File: config.mk
export PLATFORM = sky130hd
export DESIGN_NAME = reverse_limit_input_router
export DESIGN_NICKNAME = d
export VERILOG_FILES = /design/src/hdl/input_router_pkg.sv /design/src/hdl/reverse_limit_input_router.sv
export SDC_FILE = /design/constraint.sdc
export NUM_CORES = 1
export LEC_CHECK = 0
export BUFFER_PORTS_ARGS = -buffer_cell sky130_fd_sc_hd__buf_2
export CELL_PAD_IN_SITES_DETAIL_PLACEMENT = 0
export CELL_PAD_IN_SITES_GLOBAL_PLACEMENT = 1
export CORE_UTILIZATION = 41
export CTS_BUF_LIST = sky130_fd_sc_hd__clkbuf_4 sky130_fd_sc_hd__clkbuf_8
export DETAILED_ROUTE_END_ITERATION = 10
export PLACE_DENSITY = 0.9
export SYNTH_ARGS = -nofsm -noshare
export SYNTH_HDL_FRONTEND = slang
export SYNTH_SLANG_ARGS = --single-unit
export TNS_END_PERCENT = 30
File: constraint.sdc
create_clock -name clk -period 2.3 [get_ports clk]
set_input_delay 0 -clock clk [delete_from_list [all_inputs] [get_ports clk]]
set_output_delay 0 -clock clk [all_outputs]
set_load 0.05 [all_outputs]
File: src/hdl/input_router_pkg.sv
package input_router_pkg;

    localparam int TERM_COUNT = 7;
    localparam int CODE_W = 4;
    localparam int SEL_W = 16;

    // Field positions within the selection word
    localparam int REV_INHIBIT_LSB = 0;
    localparam int RESERVED_LSB = 4;
    localparam int FWD_LIMIT_LSB = 8;
    localparam int REV_LIMIT_LSB = 12;

    localparam logic [SEL_W-1:0] SEL_RESET = 16'h8882;
    localparam logic [SEL_W-1:0] SEL_RW_MASK = 16'hFFFF;

    // Code table shared by all three fields
    localparam logic [CODE_W-1:0] CODE_CLOSED_MAX = 4'h6;
    localparam logic [CODE_W-1:0] CODE_FORCE_ON = 4'h7;
    localparam logic [CODE_W-1:0] CODE_FORCE_OFF = 4'h8;
    localparam logic [CODE_W-1:0] CODE_OPEN_BASE = 4'h9;

    // APB register map (byte addresses)
    localparam logic [7:0] ADDR_SEL_PENDING = 8'h00;
    localparam logic [7:0] ADDR_SEL_ACTIVE = 8'h04;
    localparam logic [7:0] ADDR_CONTROL = 8'h08;
    localparam logic [7:0] ADDR_STATUS = 8'h0C;
    localparam int CTRL_RESTART_BIT = 0;

endpackage

File: src/hdl/reverse_limit_input_router.sv
`timescale 1ns/100ps

// What this block does
// - Reverse inhibit codes 0-6 permit on closed terminal; 9-F permit on open.
// - Reverse inhibit code 8 always permits reverse travel; code 7 always prohibits.
// - Forward limit codes 0-6 assert on closed; 7 forced on; 8 forced off.
// - Forward limit codes 9-F assert while the chosen terminal is open.
// - Reverse limit uses the top field with the forward limit code table.
module reverse_limit_input_router #(
    parameter int TERMS = input_router_pkg::TERM_COUNT
)
(
    input wire logic clk,
    input wire logic nrst,
    input wire logic psel,
    input wire logic penable,
    input wire logic pwrite,
    input wire logic [7:0] paddr,
    input wire logic [31:0] pwdata,
    output logic [31:0] prdata,
    output logic pready,
    output logic pslverr,
    // Terminal levels, high means closed; index 0 is the first listed terminal
    input wire logic [TERMS-1:0] term_closed,
    output logic reverse_permit,
    output logic fwd_external_torque_limit,
    output logic rev_external_torque_limit
);

    typedef logic [input_router_pkg::CODE_W-1:0] code_t;

    // Decoder slots, one per routed signal
    localparam int FIELDS = 3;
    localparam int SLOT_REV_INHIBIT = 0;
    localparam int SLOT_FWD_LIMIT = 1;
    localparam int SLOT_REV_LIMIT = 2;

    logic [TERMS-1:0] term_meta_r;
    logic [TERMS-1:0] term_sync_r;
    logic [input_router_pkg::SEL_W-1:0] input_select_reverse_limits_r;
    logic [input_router_pkg::SEL_W-1:0] sel_active_r;
    logic restart_r;
    logic restart_nxt;
    logic setup_ok;
    logic wr_access;
    logic rd_access;
    logic hit_pending;
    logic hit_active;
    logic hit_control;
    logic hit_status;
    logic addr_ok;
    logic pending_we;
    logic [31:0] rdata_nxt;
    logic reverse_permit_nxt;
    code_t field_code [FIELDS];
    logic field_level [FIELDS];

    ////////////////////////////////////////////////////////////////////////////
    // Terminal synchronisers

    always_ff @(posedge clk)
    begin
        if (!nrst)
        begin
            term_meta_r <= '0;
            term_sync_r <= '0;
        end
        else
        begin
            term_meta_r <= term_closed;
            term_sync_r <= term_meta_r;
        end
    end

    ////////////////////////////////////////////////////////////////////////////
    // APB slave: pready answers in the first access cycle, no wait states

    assign hit_pending = (paddr == input_router_pkg::ADDR_SEL_PENDING);
    assign hit_active = (paddr == input_router_pkg::ADDR_SEL_ACTIVE);
    assign hit_control = (paddr == input_router_pkg::ADDR_CONTROL);
    assign hit_status = (paddr == input_router_pkg::ADDR_STATUS);
    assign addr_ok = hit_pending || hit_active || hit_control || hit_status;

    assign setup_ok = psel && !penable;
    // Writes land only at the edge that closes the access phase
    assign wr_access = psel && penable && pwrite && pready;
    assign rd_access = setup_ok && !pwrite;
    assign pending_we = wr_access && hit_pending;
    assign restart_nxt = wr_access && hit_control && pwdata[input_router_pkg::CTRL_RESTART_BIT];

    // Ready follows setup by one edge, so it pulses once per transfer
    always_ff @(posedge clk)
    begin
        if (!nrst)
        begin
            pready <= 1'b0;
        end
        else
        begin
            pready <= setup_ok;
        end
    end

    always_ff @(posedge clk)
    begin
        if (!nrst)
        begin
            pslverr <= 1'b0;
        end
        else
        begin
            pslverr <= setup_ok && !addr_ok;
        end
    end

    // Control reads back as zero: restart is a strobe, not a stored bit
    always_comb
    begin
        rdata_nxt = '0;
        if (hit_pending)
            rdata_nxt = 32'(input_select_reverse_limits_r);
        else if (hit_active)
            rdata_nxt = 32'(sel_active_r);
        else if (hit_status)
            rdata_nxt = {29'h0, rev_external_torque_limit, fwd_external_torque_limit,
                reverse_permit};
    end

    always_ff @(posedge clk)
    begin
        if (!nrst)
        begin
            prdata <= '0;
        end
        else if (rd_access)
        begin
            prdata <= rdata_nxt;
        end
    end

    // The pending copy is what software edits; it drives nothing until restart
    always_ff @(posedge clk)
    begin
        if (!nrst)
        begin
            input_select_reverse_limits_r <= input_router_pkg::SEL_RESET;
        end
        else if (pending_we)
        begin
            input_select_reverse_limits_r <= pwdata[input_router_pkg::SEL_W-1:0]
                & input_router_pkg::SEL_RW_MASK;
        end
    end

    // Restart strobe: self-clearing so it acts once per write
    always_ff @(posedge clk)
    begin
        if (!nrst)
        begin
            restart_r <= 1'b0;
        end
        else
        begin
            restart_r <= restart_nxt;
        end
    end

    ////////////////////////////////////////////////////////////////////////////
    // Active selection, loaded only at reset or restart

    // A mid-run write cannot glitch routing; the cost is one restart per change
    always_ff @(posedge clk)
    begin
        if (!nrst)
        begin
            sel_active_r <= input_router_pkg::SEL_RESET;
        end
        else if (restart_r)
        begin
            sel_active_r <= input_select_reverse_limits_r;
        end
    end

    assign field_code[SLOT_REV_INHIBIT] =
        sel_active_r[input_router_pkg::REV_INHIBIT_LSB +: input_router_pkg::CODE_W];
    assign field_code[SLOT_FWD_LIMIT] =
        sel_active_r[input_router_pkg::FWD_LIMIT_LSB +: input_router_pkg::CODE_W];
    assign field_code[SLOT_REV_LIMIT] =
        sel_active_r[input_router_pkg::REV_LIMIT_LSB +: input_router_pkg::CODE_W];

    ////////////////////////////////////////////////////////////////////////////
    // Field decoders, one per routed signal, sharing one code table

    for (genvar f = 0; f < FIELDS; f++)
    begin : g_decode
        always_comb
        begin
            field_level[f] = 1'b0;
            if (field_code[f] <= input_router_pkg::CODE_CLOSED_MAX)
            begin
                field_level[f] = term_sync_r[field_code[f][2:0]];
            end
            else if (field_code[f] == input_router_pkg::CODE_FORCE_ON)
            begin
                field_level[f] = 1'b1;
            end
            else if (field_code[f] == input_router_pkg::CODE_FORCE_OFF)
            begin
                field_level[f] = 1'b0;
            end
            else
            begin
                // Open-contact codes reuse the closed-contact order, inverted
                field_level[f] =
                    ~term_sync_r[3'(field_code[f] - input_router_pkg::CODE_OPEN_BASE)];
            end
        end
    end

    ////////////////////////////////////////////////////////////////////////////
    // Routed outputs, registered

    // Code 7 decodes as forced on, but for travel it means prohibit
    always_comb
    begin
        if (field_code[SLOT_REV_INHIBIT] == input_router_pkg::CODE_FORCE_ON)
        begin
            reverse_permit_nxt = 1'b0;
        end
        else if (field_code[SLOT_REV_INHIBIT] == input_router_pkg::CODE_FORCE_OFF)
        begin
            reverse_permit_nxt = 1'b1;
        end
        else
        begin
            reverse_permit_nxt = field_level[SLOT_REV_INHIBIT];
        end
    end

    always_ff @(posedge clk)
    begin
        if (!nrst)
        begin
            reverse_permit <= 1'b0;
        end
        else
        begin
            reverse_permit <= reverse_permit_nxt;
        end
    end

    always_ff @(posedge clk)
    begin
        if (!nrst)
        begin
            fwd_external_torque_limit <= 1'b0;
        end
        else
        begin
            fwd_external_torque_limit <= field_level[SLOT_FWD_LIMIT];
        end
    end

    // Same table as the forward limit, only the field differs
    always_ff @(posedge clk)
    begin
        if (!nrst)
        begin
            rev_external_torque_limit <= 1'b0;
        end
        else
        begin
            rev_external_torque_limit <= field_level[SLOT_REV_LIMIT];
        end
    end

endmodule

==> flow_summary.ini, run 1 <==
[run_status]
status = finished clean

[clock_tree]
cts_root_buffer = sky130_fd_sc_hd__clkbuf_8
worst_setup_hold_path_clk_slew_ps = 70
clock_sinks = 68
post_cts.resized_instances = 0
tritoncts = built
cts_max_path_buffers = 2
cts_made_buffers = 9
htree_levels = 3
clock_insertion_delay_worst_skew_ps = 340

[synthesis]
sequential_area_share_after_synthesis_pct = 41.46
area_of_the_mapped_netlist_sq_um = 3283
synth_area_per_cell_sq_um = 10.10
synthDistinctLibCells = 50
synth_top_flop_cell = sky130_fd_sc_hd__dfxtp_1
synth_cells = 325
async_flop_share_pct = 0
number_of_enable_flip_flop_cells_after_synthesis = 0
postSynthRegisterBits = 68
ys.warnings.count = 0

[finish]
most_common_cell_after_layout_fill_and_taps_aside = sky130_fd_sc_hd__dfxtp_1
design_area_sq_um = 4033
final_cell_mix = sky130_fd_sc_hd__dfxtp_1 (68), sky130_fd_sc_hd__buf_2 (56), sky130_fd_sc_hd__mux2i_1 (38), sky130_fd_sc_hd__nor2b_1 (25), sky130_fd_sc_hd__dlygate4sd3_1 (25)
design.final.nets = 467
fillers = 721
antenna_cells_inserted = 0
area_growth_pct = 22.83
share_of_cells_above_drive_strength_1_pct = 22.06

[global_route]
global_route_wire_length_before_repair_um = 11560
grt_antenna_before_repair = 0
number_of_global_route_vias_before_repair = 2425
grt-ovfl-total = 0
maximum_number_of_pins_on_one_net_before_global_route_repair = 30
total_global_route_track_usage_pct = 17.70

[place]
portBuffers = 56
place_congestion = 0.8244
detailed_place.area_sq_um = 3592
dp.final_hpwl_um = 4667

[timing]
setup_viol_count_final = 0
timing.clock.skew_ps = 7.821
tightest_slew_ps = 715.7
setup_total_negative_slack_ps = 0
minimum_clock_period_after_layout_ps = 1979
finalCritPeriodShare_pct = 86.05
final_max_slew_viol_count = 0
maxClockFrequency_ghz = 0.5053
number_of_failing_hold_endpoints_at_the_final_stage = 0
grt_setup_unrepaired = false
slew_headroom_pct = 52.29

[critical_path]
crit_path_start_kind = flop
slowest_stage = sky130_fd_sc_hd__mux4_2
worstPathCellList = inv_1 > ha_1 > xor2_1 > mux4_2 > nand2b_4 > a211oi_2
timing.critical_path.slowest_cell_delay_ps = 540
worstSetupPathType = flop to flop
crit_fanout = 7
timing.critical_path.required_ps = 2570
worst_path_arrival_ps = 2250
cp-end-kind = flop

[worst_hold_path]
hold_path_class = primary input to flop

[pwr]
power.static_leakage_nw = 1.780
power.ir.vdd_worst_uv = 546.1
total_power_divided_by_cell_area_nw_per_um2 = 602.3
p_clk_share_pct = 39.1
internal_power_mw = 1.814
swShare_pct = 25.32
power_frac_comb_pct = 10.8
sequentialPowerShare_pct = 50.1
net-switching-power_mw = 0.6151

[floorplanning]
floorplan.die.width_um = 91.49
dieHeight_um = 91.49
coreArea_sq_um = 7727
floorplan.die_area_sq_um = 8370
fp-row-count = 32
pin_count = 89
initial_utilization_pct = 42.49

[detailed_routing]
detailedRoute.firstPassIterationCount = 4
routed_wirelength_normalized_by_instance_count_um = 13.71
routed_wirelength_um = 6993
ant_nets = 0
first_iter_violations = 69
drc = 0
vias = 2569
vias_per_cell = 5.037

[flow_run]
max-cap-violations = 0
[registers in the layout (all words and copies together) (netlist names)]
name and cells:
fwd_external_torque_limit 1, input_select_reverse_limits_r 16, prdata 16, pready 1
pslverr 1, restart_r 1, rev_external_torque_limit 1, reverse_permit 1
sel_active_r 16, term_meta_r 7, term_sync_r 7
[Yosys cell counts (3+ instances only)]
library cell               instances  area share (%)
sky130_fd_sc_hd__nor2b_1          25             4.8
sky130_fd_sc_hd__o21ai_0          15             2.3
sky130_fd_sc_hd__mux2i_1          38              12
sky130_fd_sc_hd__dfxtp_1          68              41
sky130_fd_sc_hd__ha_1             11             4.2
sky130_fd_sc_hd__a21oi_1           3            0.46
sky130_fd_sc_hd__a22oi_1           3            0.69
sky130_fd_sc_hd__a221oi_1         13             3.5
sky130_fd_sc_hd__o31ai_1           3            0.69
sky130_fd_sc_hd__nand2_1          13             1.5
sky130_fd_sc_hd__a31oi_1           3            0.57
sky130_fd_sc_hd__buf_4            16             3.7
sky130_fd_sc_hd__and2_1           19             3.6
sky130_fd_sc_hd__o211ai_1          4            0.91
sky130_fd_sc_hd__buf_2             7             1.1
sky130_fd_sc_hd__mux4_2            5             3.4
sky130_fd_sc_hd__clkbuf_1         11             1.3
sky130_fd_sc_hd__inv_1             7            0.80
sky130_fd_sc_hd__nor2_1           19             2.2
[metal layers]
layer	up-vias	part of all wire, %	track usage [%]
li1	1277	-	-
met1	1200	45	21.45
met2	80	48	29.45
met3	12	5.3	5.611
met4	0	1.4	6.085
met5	-	0	0
[power groups by stage]
stage	combinational [mW]	clock (mW)	sequential, mW
3_3_place_gp	0.227	0	1.24
4_1_cts	0.262	0.976	1.22
5_1_grt	0.281	1.02	1.22
2_1_floorplan	0.143	0	1.28
3_5_place_dp	0.229	0	1.24
6_report	0.262	0.950	1.22
[layout make-up]
type,count,area (sq um),area share [%]
clock inverter,5,52.55,1.303
tap,102,127.6,3.165
sequential,68,1361,33.76
inverter,8,30.03,0.7446
timing repair buffer,88,583.1,14.46
multi-input combinational,229,1740,43.16
clock buffer,10,137.6,3.413
[what timing repair did]
item                                   in CTS  in global routing
hold buffers                               25                  0
setup buffers                               0                  0
endpoints found under the hold margin      24                  0
[through the flow]
stage               cells  hold WS (ps)  total power, mW  utilization [%]  setup WS [ps]
floorplan             340         125.1            1.426                -          325.1
global placement      470         206.0            1.470            46.49          372.1
CTS                   510         9.164            2.454            52.19          322.9
detailed placement    470         210.1            1.472            46.49          334.7
finish                510         26.38            2.429            52.19          320.9
global route          510         18.45            2.517            52.19          196.3
[worst max-delay path, delay by kind of cell, from the launching register on]
family          cells  cell delay [ps]
compound gates      1              190
xor+xnor            1              250
fa+ha+maj           1              200
buf+inv             1              120
flops               1              460
mux                 1              540
simple gates        1              150
[path summary, 6_finish.rpt]
check        cells past startpoint                         to  slack [ps]            start
max                              6  fwd_external_torque_limit         320  sel_active_r[9]
min                              3                  restart_r          30         paddr[5]
max reg2reg                      6  fwd_external_torque_limit         320  sel_active_r[9]
min reg2reg                      1             term_sync_r[5]         420   term_meta_r[5]
[cells by family after synthesis]
| kind of cell | count (synthesis) | synth area share, % |
|---|---|---|
| compound gates | 51 | 11.17 |
| xor+xnor | 3 | 0.8005 |
| flops | 68 | 41.46 |
| fa+ha+maj | 11 | 4.192 |
| simple gates | 102 | 18.98 |
| buf+inv | 43 | 7.241 |
| mux | 46 | 16.04 |
| other cells | 1 | 0.1142 |
(Power assumes the default switching activity.)
==> inputs of run 2 (changes only) <==
--- a/config.mk
+++ b/config.mk
@@ -8,10 +8,13 @@
 export BUFFER_PORTS_ARGS = -buffer_cell sky130_fd_sc_hd__buf_2
 export CELL_PAD_IN_SITES_DETAIL_PLACEMENT = 0
 export CELL_PAD_IN_SITES_GLOBAL_PLACEMENT = 1
+export CORE_ASPECT_RATIO = 2
 export CORE_UTILIZATION = 41
 export CTS_BUF_LIST = sky130_fd_sc_hd__clkbuf_4 sky130_fd_sc_hd__clkbuf_8
+export CTS_CLUSTER_DIAMETER = 100
 export DETAILED_ROUTE_END_ITERATION = 10
 export PLACE_DENSITY = 0.9
+export RECOVER_POWER = 50
 export SYNTH_ARGS = -nofsm -noshare
 export SYNTH_HDL_FRONTEND = slang
 export SYNTH_SLANG_ARGS = --single-unit
==> run 2 against run 1 <==
Register-to-register slack about the same. Utilization down 0.18 points. First-iteration DRC count rose by 80%. Wire length rose by 3.3%. Non-clock buffer count fell by 1. Combinational power is 2% lower. Critical path depth fell by 1. Total power down 1.4%. Clock skew about the same. Hold slack better by 14 ps. Cell count decreased by 1.6%. Sequential cell count stayed put. Largest cell class unchanged.
==> flow_summary.ini, run 2 (synthesis gave the netlist of run 1 again) <==
[critical_path]
worstPathCellList = inv_2 > ha_1 > mux4_2 > and2_1 > o311ai_1
worstSetupPathType = flop to flop
cp-end-kind = flop
timing.critical_path.required_ps = 2550
worst_path_dominant_cell_family = flip-flops
crit_path_start_kind = flop
worst_path_arrival_ps = 2230
slowest_stage = sky130_fd_sc_hd__dfxtp_1
timing.critical_path.slowest_cell_delay_ps = 530
crit_fanout = 8
crit_buf_inv = 1

[timing]
number_of_failing_hold_endpoints_at_the_final_stage = 0
setup_viol_count_final = 0
timing.clock.skew_ps = 7.640
setup_total_negative_slack_ps = 0
final_max_slew_viol_count = 0
grt_setup_unrepaired = false
slew_headroom_pct = 12.36
maxClockFrequency_ghz = 0.5057
minimum_clock_period_after_layout_ps = 1978
post-route-worst-setup-slack_ps = 322.5
tightest_slew_ps = 1315
finalCritPeriodShare_pct = 85.98

[clock_tree]
tritoncts = built
cts_made_buffers = 9
post_cts.resized_instances = 0
htree_levels = 3
worst_setup_hold_path_clk_slew_ps = 70
clock_insertion_delay_worst_skew_ps = 340
cts_max_path_buffers = 2
cts_root_buffer = sky130_fd_sc_hd__clkbuf_8
clock_sinks = 68

[detailed_routing]
first_iter_violations = 124
vias = 2620
routed_wirelength_um = 7227
ant_nets = 0
drc = 0
vias_per_cell = 5.219
detailedRoute.firstPassIterationCount = 4
routed_wirelength_normalized_by_instance_count_um = 14.40

[finish]
antenna_cells_inserted = 0
area_growth_pct = 21.30
largest_registers = input_select_reverse_limits_r (16), prdata (16), sel_active_r (16)
share_of_cells_above_drive_strength_1_pct = 16.18
design.final.nets = 466
final-instance-count-excl-fill = 502
final_cell_mix = sky130_fd_sc_hd__dfxtp_1 (68), sky130_fd_sc_hd__mux2i_1 (38), sky130_fd_sc_hd__buf_2 (34), sky130_fd_sc_hd__nor2b_1 (25), sky130_fd_sc_hd__dlygate4sd3_1 (25)
most_common_cell_after_layout_fill_and_taps_aside = sky130_fd_sc_hd__dfxtp_1
final_core_occ_pct = 52.01

[floorplanning]
fp-row-count = 45
floorplan.die_area_sq_um = 8391
dieHeight_um = 128.6
pin_count = 89
initial_utilization_pct = 42.88
floorplan.die.width_um = 65.28
coreArea_sq_um = 7657

[pwr]
power_mw = 2.394
total_power_divided_by_cell_area_nw_per_um2 = 601.1
power.static_leakage_nw = 1.669
power.ir.vdd_worst_uv = 316.0

[place]
post-place-cells = 461
portBuffers = 56
dpl_worst_slack_ps = 330.8
place_congestion = 0.9029
dp.final_hpwl_um = 4932

[global_route]
maximum_number_of_pins_on_one_net_before_global_route_repair = 28
grt_antenna_before_repair = 0
global_route_wire_length_before_repair_um = 11880
total_global_route_track_usage_pct = 18.61
grt-ovfl-total = 0
number_of_global_route_vias_before_repair = 2671

[worst_hold_path]
hold_path_class = primary input to flop

[run_status]
status = finished clean

[flow_run]
max-cap-violations = 0
==> run 2: cell types whose count changed in the layout (fill, tap and decap cells not counted), sizes merged <==
cell,change
clkinv,-2
buf,-25
clkbuf,+27
bufinv,-1
clkinvlp,+1
==> run 2: final timing paths <==
kind,slack [ps],depth (start not counted),startpoint,endpoint
worst min register to register,430,1,term_meta_r[1],term_sync_r[1]
worst max register to register,320,5,sel_active_r[1],reverse_permit
worst max-delay path,320,5,sel_active_r[1],reverse_permit
worst min-delay path,40,3,paddr[4],restart_r
==> run 2: power breakdown <==
part | switching [mW] | internal, mW | total [mW]
Sequential | 0.0162 | 1.20 | 1.22
Combinational | 0.166 | 0.0901 | 0.257
Clock | 0.430 | 0.490 | 0.920
==> run 2: worst min-delay path, cell delays in order <==
cell and delay [ps]:
sky130_fd_sc_hd__buf_2 100, sky130_fd_sc_hd__nor4_4 50, sky130_fd_sc_hd__and4_1 180
==> run 2: repair_timing <==
action | CTS | global route
hold endpoints to repair | 24 | 0
hold buffers | 25 | 0
setup buffers | 0 | 0
==> run 2: area by class of cell <==
class / instances / area [sq um]
repair buffers: 87 / 540.5
fillers: 742 / 3675
multi-input cells: 229 / 1740
clock inverters: 3 / 20.02
well taps: 94 / 117.6
inverters: 8 / 30.03
flip-flops and latches: 68 / 1361
clock buffers: 13 / 172.7
==> run 2: through the flow <==
| stage | hold WS [ps] | area (sq um) |
|---|---|---|
| CTS | 18.50 | 4018 |
| detailed placement | 211.2 | 3575 |
| finish | 40.38 | 3983 |
| global placement | 210.9 | 3575 |
| global route | 38.44 | 3983 |
| floorplan | 125.1 | 3339 |
==> run 2: per-layer routing <==
layer  up-vias  track usage, %  part of all wire (%)
met5         -               0                     0
met4         0           12.66                   2.7
met3        13           3.901                   4.1
met2        89           32.20                    53
met1      1246           19.61                    40
li1       1272               -                     -
